File: src/include/abh_regs.vh
// Register offsets, field positions and opcode codes for the BCD/inc/dec/halt ALU slice
// Assumes a single AHB-Lite slave with 32-bit words at aligned byte addresses
`ifndef ABH_REGS_VH
`define ABH_REGS_VH

// Register byte offsets
`define ABH_OFF_CMD      4'h0
`define ABH_OFF_ACC      4'h4
`define ABH_OFF_STATUS   4'h8
`define ABH_OFF_RESULT   4'hC

// Status/flag bit positions
`define ABH_ZF_BIT       0
`define ABH_CF_BIT       1
`define ABH_ACF_BIT      2
`define ABH_PDF_BIT      3
`define ABH_TOF_BIT      4
`define ABH_BUSY_BIT     5

// Command register fields
`define ABH_CMD_OP_LSB   0
`define ABH_CMD_OP_MSB   2
`define ABH_CMD_ADR_LSB  8
`define ABH_CMD_ADR_MSB  15
`define ABH_CMD_WAKE_BIT 31

// Status write: preload data field for the addressed memory byte
`define ABH_LOAD_LSB     8
`define ABH_LOAD_MSB     15

// Operation codes
`define ABH_OP_NOP       3'h0
`define ABH_OP_DAA       3'h1
`define ABH_OP_DEC       3'h2
`define ABH_OP_DECREMENT_TO_ACC_OP      3'h3
`define ABH_OP_INC       3'h4
`define ABH_OP_INCREMENT_TO_ACC_OP      3'h5
`define ABH_OP_COMPLEMENT_TO_ACC_OP      3'h6
`define ABH_OP_HALT      3'h7

// Correction constants for decimal adjust, then accumulator and flag reset values
`define ABH_NIB_MAX      4'h9
`define ABH_NIB_FIX      4'h6
`define ABH_ACC_RST      8'h00
`define ABH_FLAG_RST     5'h00

`endif

File: src/hw/abh_alu.v
// AHB-Lite slave ALU slice: decimal adjust, memory inc/dec, complement, halt
// Assumes one AHB-Lite master, word accesses only; data memory is held locally
//
// Local design decisions: the register addresses and register access over AHB-Lite.
`timescale 1ns/1ps
`include "abh_regs.vh"

module abh_alu #(
   parameter MEM_AW = 8                 // Data memory address width
)(
   input  wire        hclk,             // System clock, 40 MHz
   input  wire        hresetn,          // Async reset, active low
   input  wire        hsel,             // Slave select
   input  wire [31:0] haddr,            // Byte address
   input  wire [1:0]  htrans,           // Transfer type
   input  wire        hwrite,           // Write strobe
   input  wire [2:0]  hsize,            // Transfer size
   input  wire [31:0] hwdata,           // Write data
   input  wire        hready,           // Bus ready in
   output reg  [31:0] hrdata,           // Read data
   output wire        hreadyout,        // Always ready
   output wire        hresp,            // Always OKAY
   output wire        clk_gate_en,      // Core clock enable, low in power-down
   output reg         wdt_clear         // One-cycle watchdog and prescaler clear
);

   localparam DEPTH = 1 << MEM_AW;

   // Local data memory, retained across power-down
   reg [7:0]        mem_r [0:DEPTH-1];

   // Architectural state
   reg [7:0]        acc_r;
   reg              zf_r;
   reg              cf_r;
   reg              acf_r;
   reg              pdf_r;
   reg              tof_r;
   reg [7:0]        result_r;

   // Bus address phase capture
   reg              wr_pend_r;
   reg              rd_pend_r;
   reg [3:0]        addr_r;

   // Execution pipeline: one command issued, executed next cycle
   reg              exec_r;
   reg [2:0]        op_r;
   reg [MEM_AW-1:0] madr_r;

   wire             ph_valid;
   wire [7:0]       mbyte;
   wire [7:0]       inc_v;
   wire [7:0]       dec_v;
   wire [7:0]       cpl_v;
   wire             lo_fix;
   wire             hi_fix;
   wire             hi_chain;
   wire [3:0]       lo_adj;
   wire [3:0]       hi_adj;
   wire [7:0]       daa_add;
   wire [8:0]       daa_sum;
   wire             cmd_wr;
   wire             flag_wr;
   wire             acc_wr;
   wire             mem_load;

   // Next values of the architectural state
   reg  [7:0]       acc_nxt;
   reg              zf_nxt;
   reg              cf_nxt;
   reg              acf_nxt;
   reg              pdf_nxt;
   reg              tof_nxt;
   reg  [7:0]       result_nxt;
   reg              wdt_clear_nxt;

   // Data memory write port
   reg              mem_we;
   reg  [7:0]       mem_wd;

   assign hreadyout = 1'b1;
   assign hresp     = 1'b0;

   // Clock to the rest of the core stops while power-down is set
   assign clk_gate_en = ~pdf_r;

   assign ph_valid = hsel & hready & htrans[1];
   assign cmd_wr   = wr_pend_r & (addr_r == `ABH_OFF_CMD);
   assign flag_wr  = wr_pend_r & (addr_r == `ABH_OFF_STATUS);
   assign acc_wr   = wr_pend_r & (addr_r == `ABH_OFF_ACC);
   assign mem_load = flag_wr & hwdata[`ABH_BUSY_BIT];

   // Address phase capture
   always @(posedge hclk or negedge hresetn)
   begin
      if (!hresetn)
      begin
         wr_pend_r <= 1'b0;
         rd_pend_r <= 1'b0;
         addr_r    <= 4'h0;
      end
      else
      begin
         wr_pend_r <= ph_valid & hwrite;
         rd_pend_r <= ph_valid & ~hwrite;
         if (ph_valid)
            addr_r <= haddr[3:0];
      end
   end

   // Operand fetch and arithmetic results
   assign mbyte = mem_r[madr_r];
   assign inc_v = mbyte + 8'h01;
   assign dec_v = mbyte - 8'h01;
   assign cpl_v = ~mbyte;

   // Low digit: out of range or aux carry forces the correction
   abh_nib_adj u_lo_adj (
      .nib       (acc_r[3:0]),          // Low digit
      .force_fix (acf_r),               // Aux carry
      .chain     (1'b0),                // Nothing below the low digit
      .fix       (lo_fix),
      .adj       (lo_adj)               // Six or zero
   );

   // A low-digit carry out turns a high digit of nine into an out-of-range one
   assign hi_chain = lo_fix & (acc_r[7:4] == `ABH_NIB_MAX) & (acc_r[3:0] > `ABH_NIB_MAX);

   // High digit: out of range, carry set, or pushed over by the low digit
   abh_nib_adj u_hi_adj (
      .nib       (acc_r[7:4]),          // High digit
      .force_fix (cf_r),                // Carry
      .chain     (hi_chain),            // Carry out of the low digit
      .fix       (hi_fix),
      .adj       (hi_adj)               // Six or zero
   );

   // Correction constant 00, 06, 60 or 66 hex added to the accumulator
   assign daa_add = {hi_adj, lo_adj};
   assign daa_sum = {1'b0, acc_r} + {1'b0, daa_add};

   // Command issue: ignored while a previous command executes
   always @(posedge hclk or negedge hresetn)
   begin
      if (!hresetn)
      begin
         exec_r <= 1'b0;
         op_r   <= `ABH_OP_NOP;
         madr_r <= {MEM_AW{1'b0}};
      end
      else
      begin
         exec_r <= 1'b0;
         if (cmd_wr && !exec_r && !pdf_r)
         begin
            exec_r <= 1'b1;
            op_r   <= hwdata[`ABH_CMD_OP_MSB:`ABH_CMD_OP_LSB];
            madr_r <= hwdata[`ABH_CMD_ADR_LSB +: MEM_AW];
         end
      end
   end

   // Data memory write select: inc, dec and decimal adjust write back; a status write can preload
   always @*
   begin
      mem_we = 1'b0;
      mem_wd = mbyte;
      if (exec_r)
      begin
         case (op_r)
            `ABH_OP_DAA:
            begin
               mem_we = 1'b1;
               mem_wd = daa_sum[7:0];
            end
            `ABH_OP_DEC:
            begin
               mem_we = 1'b1;
               mem_wd = dec_v;
            end
            `ABH_OP_INC:
            begin
               mem_we = 1'b1;
               mem_wd = inc_v;
            end
            default:
            begin
               mem_we = 1'b0;                   // Results to the accumulator leave memory alone
               mem_wd = mbyte;
            end
         endcase
      end
      else if (mem_load)
      begin
         mem_we = 1'b1;                         // Memory preload through a status write
         mem_wd = hwdata[`ABH_LOAD_MSB:`ABH_LOAD_LSB];
      end
   end

   // Data memory, no reset: contents survive power-down
   always @(posedge hclk)
   begin
      if (mem_we)
         mem_r[madr_r] <= mem_wd;
   end

   // Next accumulator, flags and result; an executing command wins over a bus write
   always @*
   begin
      acc_nxt       = acc_r;
      zf_nxt        = zf_r;
      cf_nxt        = cf_r;
      acf_nxt       = acf_r;
      pdf_nxt       = pdf_r;
      tof_nxt       = tof_r;
      result_nxt    = result_r;
      wdt_clear_nxt = 1'b0;
      if (exec_r)
      begin
         case (op_r)
            `ABH_OP_DAA:
            begin
               cf_nxt     = cf_r | daa_sum[8] | hi_fix;
               result_nxt = daa_sum[7:0];
            end
            `ABH_OP_DEC:
            begin
               zf_nxt     = (dec_v == 8'h00);
               result_nxt = dec_v;
            end
            `ABH_OP_DECREMENT_TO_ACC_OP:
            begin
               acc_nxt    = dec_v;
               zf_nxt     = (dec_v == 8'h00);
               result_nxt = dec_v;
            end
            `ABH_OP_INC:
            begin
               zf_nxt     = (inc_v == 8'h00);
               result_nxt = inc_v;
            end
            `ABH_OP_INCREMENT_TO_ACC_OP:
            begin
               acc_nxt    = inc_v;
               zf_nxt     = (inc_v == 8'h00);
               result_nxt = inc_v;
            end
            `ABH_OP_COMPLEMENT_TO_ACC_OP:
            begin
               acc_nxt    = cpl_v;
               zf_nxt     = (cpl_v == 8'h00);
               result_nxt = cpl_v;
            end
            `ABH_OP_HALT:
            begin
               pdf_nxt       = 1'b1;
               tof_nxt       = 1'b0;
               wdt_clear_nxt = 1'b1;
            end
            default: ;
         endcase
      end
      else if (cmd_wr && hwdata[`ABH_CMD_WAKE_BIT])
         pdf_nxt = 1'b0;                                       // Wake from power-down
      else if (acc_wr && !pdf_r)
         acc_nxt = hwdata[7:0];                                // Register writes refused in power-down
      else if (flag_wr && !pdf_r)
      begin
         zf_nxt  = hwdata[`ABH_ZF_BIT];
         cf_nxt  = hwdata[`ABH_CF_BIT];
         acf_nxt = hwdata[`ABH_ACF_BIT];
         tof_nxt = hwdata[`ABH_TOF_BIT];
      end
   end

   // Accumulator, flags and result registers
   always @(posedge hclk or negedge hresetn)
   begin
      if (!hresetn)
      begin
         acc_r     <= `ABH_ACC_RST;
         zf_r      <= 1'b0;
         cf_r      <= 1'b0;
         acf_r     <= 1'b0;
         pdf_r     <= 1'b0;
         tof_r     <= 1'b0;
         result_r  <= `ABH_ACC_RST;
         wdt_clear <= 1'b0;
      end
      else
      begin
         acc_r     <= acc_nxt;
         zf_r      <= zf_nxt;
         cf_r      <= cf_nxt;
         acf_r     <= acf_nxt;
         pdf_r     <= pdf_nxt;
         tof_r     <= tof_nxt;
         result_r  <= result_nxt;
         wdt_clear <= wdt_clear_nxt;
      end
   end

   // Read data
   always @(posedge hclk or negedge hresetn)
   begin
      if (!hresetn)
         hrdata <= 32'h00000000;
      else if (ph_valid && !hwrite)
      begin
         case (haddr[3:0])
            `ABH_OFF_ACC:    hrdata <= {24'h000000, acc_r};
            `ABH_OFF_STATUS: hrdata <= {26'h0000000, exec_r, tof_r, pdf_r, acf_r, cf_r, zf_r};
            `ABH_OFF_RESULT: hrdata <= {24'h000000, result_r};
            default:         hrdata <= 32'h00000000;
         endcase
      end
   end

endmodule // abh_alu

// Adds six to one BCD digit when it is out of range or a flag forces it
module abh_nib_adj #(
   parameter [3:0] LIMIT = `ABH_NIB_MAX, // Largest digit left alone
   parameter [3:0] STEP  = `ABH_NIB_FIX  // Amount added on correction
)(
   input  wire [3:0] nib,               // Digit before correction
   input  wire       force_fix,         // Flag that forces the correction
   input  wire       chain,             // Extra cause from the digit below
   output wire       fix,               // Correction applied
   output wire [3:0] adj                // Amount added to the digit
);

   // Correction decision and amount
   assign fix = (nib > LIMIT) | force_fix | chain;
   assign adj = fix ? STEP : 4'h0;

endmodule // abh_nib_adj

File: config.mk
export PLATFORM = sky130hd
export DESIGN_NAME = abh_alu
export DESIGN_NICKNAME = d
export VERILOG_FILES = /design/src/hw/abh_alu.v
export VERILOG_INCLUDE_DIRS = /design/src /design/src/include
export SDC_FILE = /design/constraint.sdc
export NUM_CORES = 2
export LEC_CHECK = 0
export CORE_MARGIN = 2
export CORE_UTILIZATION = 61
export DETAILED_ROUTE_END_ITERATION = 10
export DONT_BUFFER_PORTS = 1
export PLACE_DENSITY = 0.81
export SLEW_MARGIN = 20
export SYNTH_ARGS = -nofsm -noshare
export SYNTH_HDL_FRONTEND = slang
export SYNTH_SLANG_ARGS = --single-unit
export TNS_END_PERCENT = 1
File: constraint.sdc
create_clock -name hclk -period 29.8 [get_ports hclk]
set_input_delay 2.98 -clock hclk [delete_from_list [all_inputs] [get_ports hclk]]
set_output_delay 2.98 -clock hclk [all_outputs]
set_load 0.02 [all_outputs]
==> results.json <==
{
  "status": "complete, no violations",
  "reg2reg_to": "mem_r[69][7]",
  "start_util_pct": 61.6,
  "synth-seq-cells": 2095,
  "dieArea_um2": 140000,
  "routed_wirelength_um": 227000,
  "slowest_delay_ns": 0.92,
  "rsz0062_at_grt": "false",
  "synth.distinct_cells": 90,
  "wl_per_cell_um": 36.3,
  "clk_latency_ns": 0.86,
  "yosys_warnings": 0,
  "cts_sinks": 2095,
  "ir_drop_uv": 74.8,
  "p_leak_nw": 29.9,
  "ff2ff_setup_slack_ns": 20.65,
  "instances_no_fill": 6240,
  "dp_hpwl_um": 130000,
  "port_buffers": 0,
  "synthCells": 4252,
  "first_pass_iters": 6,
  "grt_pass1_vias": 44800,
  "crit_type": "register to register",
  "synth_top_area_share_pct": 73.6,
  "cts-htree-levels": 4,
  "cts_tree": "built",
  "synth_edf_count": 2048,
  "die_x_um": 374,
  "cts_setup_buffers": 0,
  "grt_overflow": 0,
  "drive_gt1_share_pct": 20.0,
  "drtAntennaViolNets": 0,
  "tightestPinTransition_ns": 1.39,
  "fin_crit_ns": 9.15,
  "crit_fanout": 116,
  "root_buffer": "clkbuf_16",
  "fillers": 7957,
  "grt_max_degree": 257,
  "path_clk_slew_ns": 0.07,
  "setup-violations-final": 0,
  "worst-path-stages": 15,
  "endpoint_kind": "register",
  "cts_inserted_buffers": 196,
  "power.density_nw_per_um2": 77.8,
  "mostFrequentLayoutCells": "edfxtp_1, mux4_2, nor2_1",
  "grt_pass1_wl_um": 325000,
  "regArea_um2": 62700,
  "ff2ff_path_depth": 15,
  "crit_path_end": "mem_r[69][7]",
  "drc_errors": 0,
  "globalplace.congestion": 0.951,
  "final_common_cell": "edfxtp_1",
  "area_growth_pct": 9.52,
  "ys_async_sr_fraction_pct": 2.24,
  "track_usage_pct": 32.7,
  "slew_headroom_pct": 7.42,
  "synth_flop_cell": "edfxtp_1",
  "final_max_slew_viol_count": 0,
  "hold_slack_ns": 0.508,
  "synth.largest_area_cell": "edfxtp_1",
  "startpoint": "madr_r[1]",
  "multiInputGateArea_um2": 19400,
  "crit_slowest_cell": "a2111oi_0",
  "cp.arrival_ns": 9.64,
  "skew_ns": 0.0501,
  "reg2reg_from": "madr_r[1]",
  "fin_crit_sh_pct": 30.7,
  "cts_buffer_depth": 3,
  "cts_resized": 0,
  "core-area_um2": 136000,
  "start_kind": "register",
  "maxCapViolations": 0,
  "place_inst": 5871,
  "hold_viol_final": 0,
  "syn_avg_cell_area_um2": 19.6,
  "rows": 135,
  "worst_path_most_repeated_cell": "buf_4",
  "critPathBufInv": 5,
  "path_cells": "buf_4 -> buf_4 -> buf_4 -> mux4_2 -> nand2_1 -> nand2_1 -> a32o_1 -> a2111oi_0 -> and3_1 -> nand3_2 -> o211ai_1 -> a31oi_1 -> o32ai_4 -> buf_4 -> buf_6",
  "min_path_type": "register to register",
  "seq_area_frac_synth_pct": 75.0,
  "vias_per_cell": 7.21,
  "cp.required_ns": 30.30,
  "ioPinCount": 110,
  "syn_area_um2": 83500,
  "yosys-top-cells-area": "edfxtp_1, mux4_2, mux2i_1, nor2_1, a22oi_1",
  "nNetsFinal": 4372,
  "cts_hold_buf": 0,
  "drt-initial-drc-count": 7780,
  "path_delay_family": "buffers and inverters",
  "vias": 45000,
  "die_h_um": 374,
  "finalSetupTns_ns": 0,
  "antenna_found_initial": 17,
  "max_freq_mhz": 109
}
## how the worst min path moves through the flow
stage,slack (ns),cells past startpoint,end,from
floorplan,0.44,2,result_r[1],result_r[1]
global placement,0.48,2,result_r[0],result_r[0]
detailed placement,0.49,2,result_r[1],result_r[1]
CTS,0.51,2,result_r[1],result_r[1]
global route,0.52,1,addr_r[0],addr_r[0]
finish,0.51,2,result_r[0],result_r[0]
## per-stage QoR
stage | cell area [um^2] | util, % | power [mW] | setup slack [ns]
3_3_place_gp | 85100 | 62.8 | 4.63 | 20.61
6_report | 91500 | 67.4 | 7.11 | 20.65
3_5_place_dp | 85100 | 62.8 | 4.67 | 20.36
2_1_floorplan | 83600 | - | 4.43 | 13.49
5_1_grt | 91500 | 67.4 | 7.26 | 20.13
4_1_cts | 91400 | 67.4 | 7.08 | 20.20
## power breakdown
group | total (mW) | internal (mW) | switching (mW) | leakage [nW]
Clock | 2.46 | 1.37 | 1.08 | 3.02
Sequential | 3.64 | 3.62 | 0.0171 | 19.0
Combinational | 1.02 | 0.250 | 0.769 | 7.88
## metal layers
metal  vias to the layer above  GRT usage (%)  share of wire [%]
met5                         -          0.240               0.14
met4                        26           19.5                6.9
met3                       803           10.5                 14
met2                      3909           48.7                 46
met1                     22700           42.8                 33
li1                      17500              -                  -
## logic make-up after synthesis
family	Yosys count	share of synthesized area [%]
other cells	2	0.00899
compound gates	445	3.75
fa+ha+maj	8	0.129
flops	2095	75.0
simple gates	704	3.81
xor+xnor	12	0.126
buf+inv	301	2.13
mux	685	15.0
## layout make-up
cell class,instances,share of cell area (%)
clock buffers,241,5.63
clock inverters,117,1.17
well taps,1781,2.44
diodes,9,0.0246
repair buffers,99,0.972
flip-flops and latches,2095,68.5
inverters,18,0.0793
multi-input cells,1880,21.2
## state kept, by name (all words and copies together), names as in the netlist, 3 cells and up
| signal | count |
|---|---|
| mem_r | 2048 |
| acc_r | 8 |
| hrdata | 8 |
| madr_r | 8 |
| result_r | 8 |
| addr_r | 4 |
| op_r | 3 |
## worst reg2reg max path, delay by kind of cell, from the launching register on
family | cells | cell delay [ns]
AOI/OAI and AO/OA | 5 | 1.97
buffers and inverters | 5 | 3.99
DFF | 1 | 0.86
muxes | 1 | 0.45
and+or+nand+nor | 4 | 1.48
## synth_stat cells (all sizes together) (5+ instances only)
cell / number
nor3b: 5
a32oi: 10
o211ai: 12
nor3: 18
nor2b: 19
and2: 10
and3: 13
nand3: 48
o41ai: 6
nand4: 25
o311ai: 5
a22oi: 162
or3: 5
inv: 17
a21oi: 75
a221oi: 10
clkbuf: 102
nand2: 170
mux2i: 213
dfrtp: 47
o21ai: 55
a2111oi: 8
edfxtp: 2048
nand2b: 14
nor4: 15
or2: 5
a211oi: 6
mux4: 452
nor2: 332
buf: 181
a22o: 9
o31ai: 5
o221ai: 8
xnor2: 9
o22ai: 12
mux2: 20
a31oi: 15
ha: 7
a32o: 6
a31o: 6
Power figures use the tool's default switching activity.
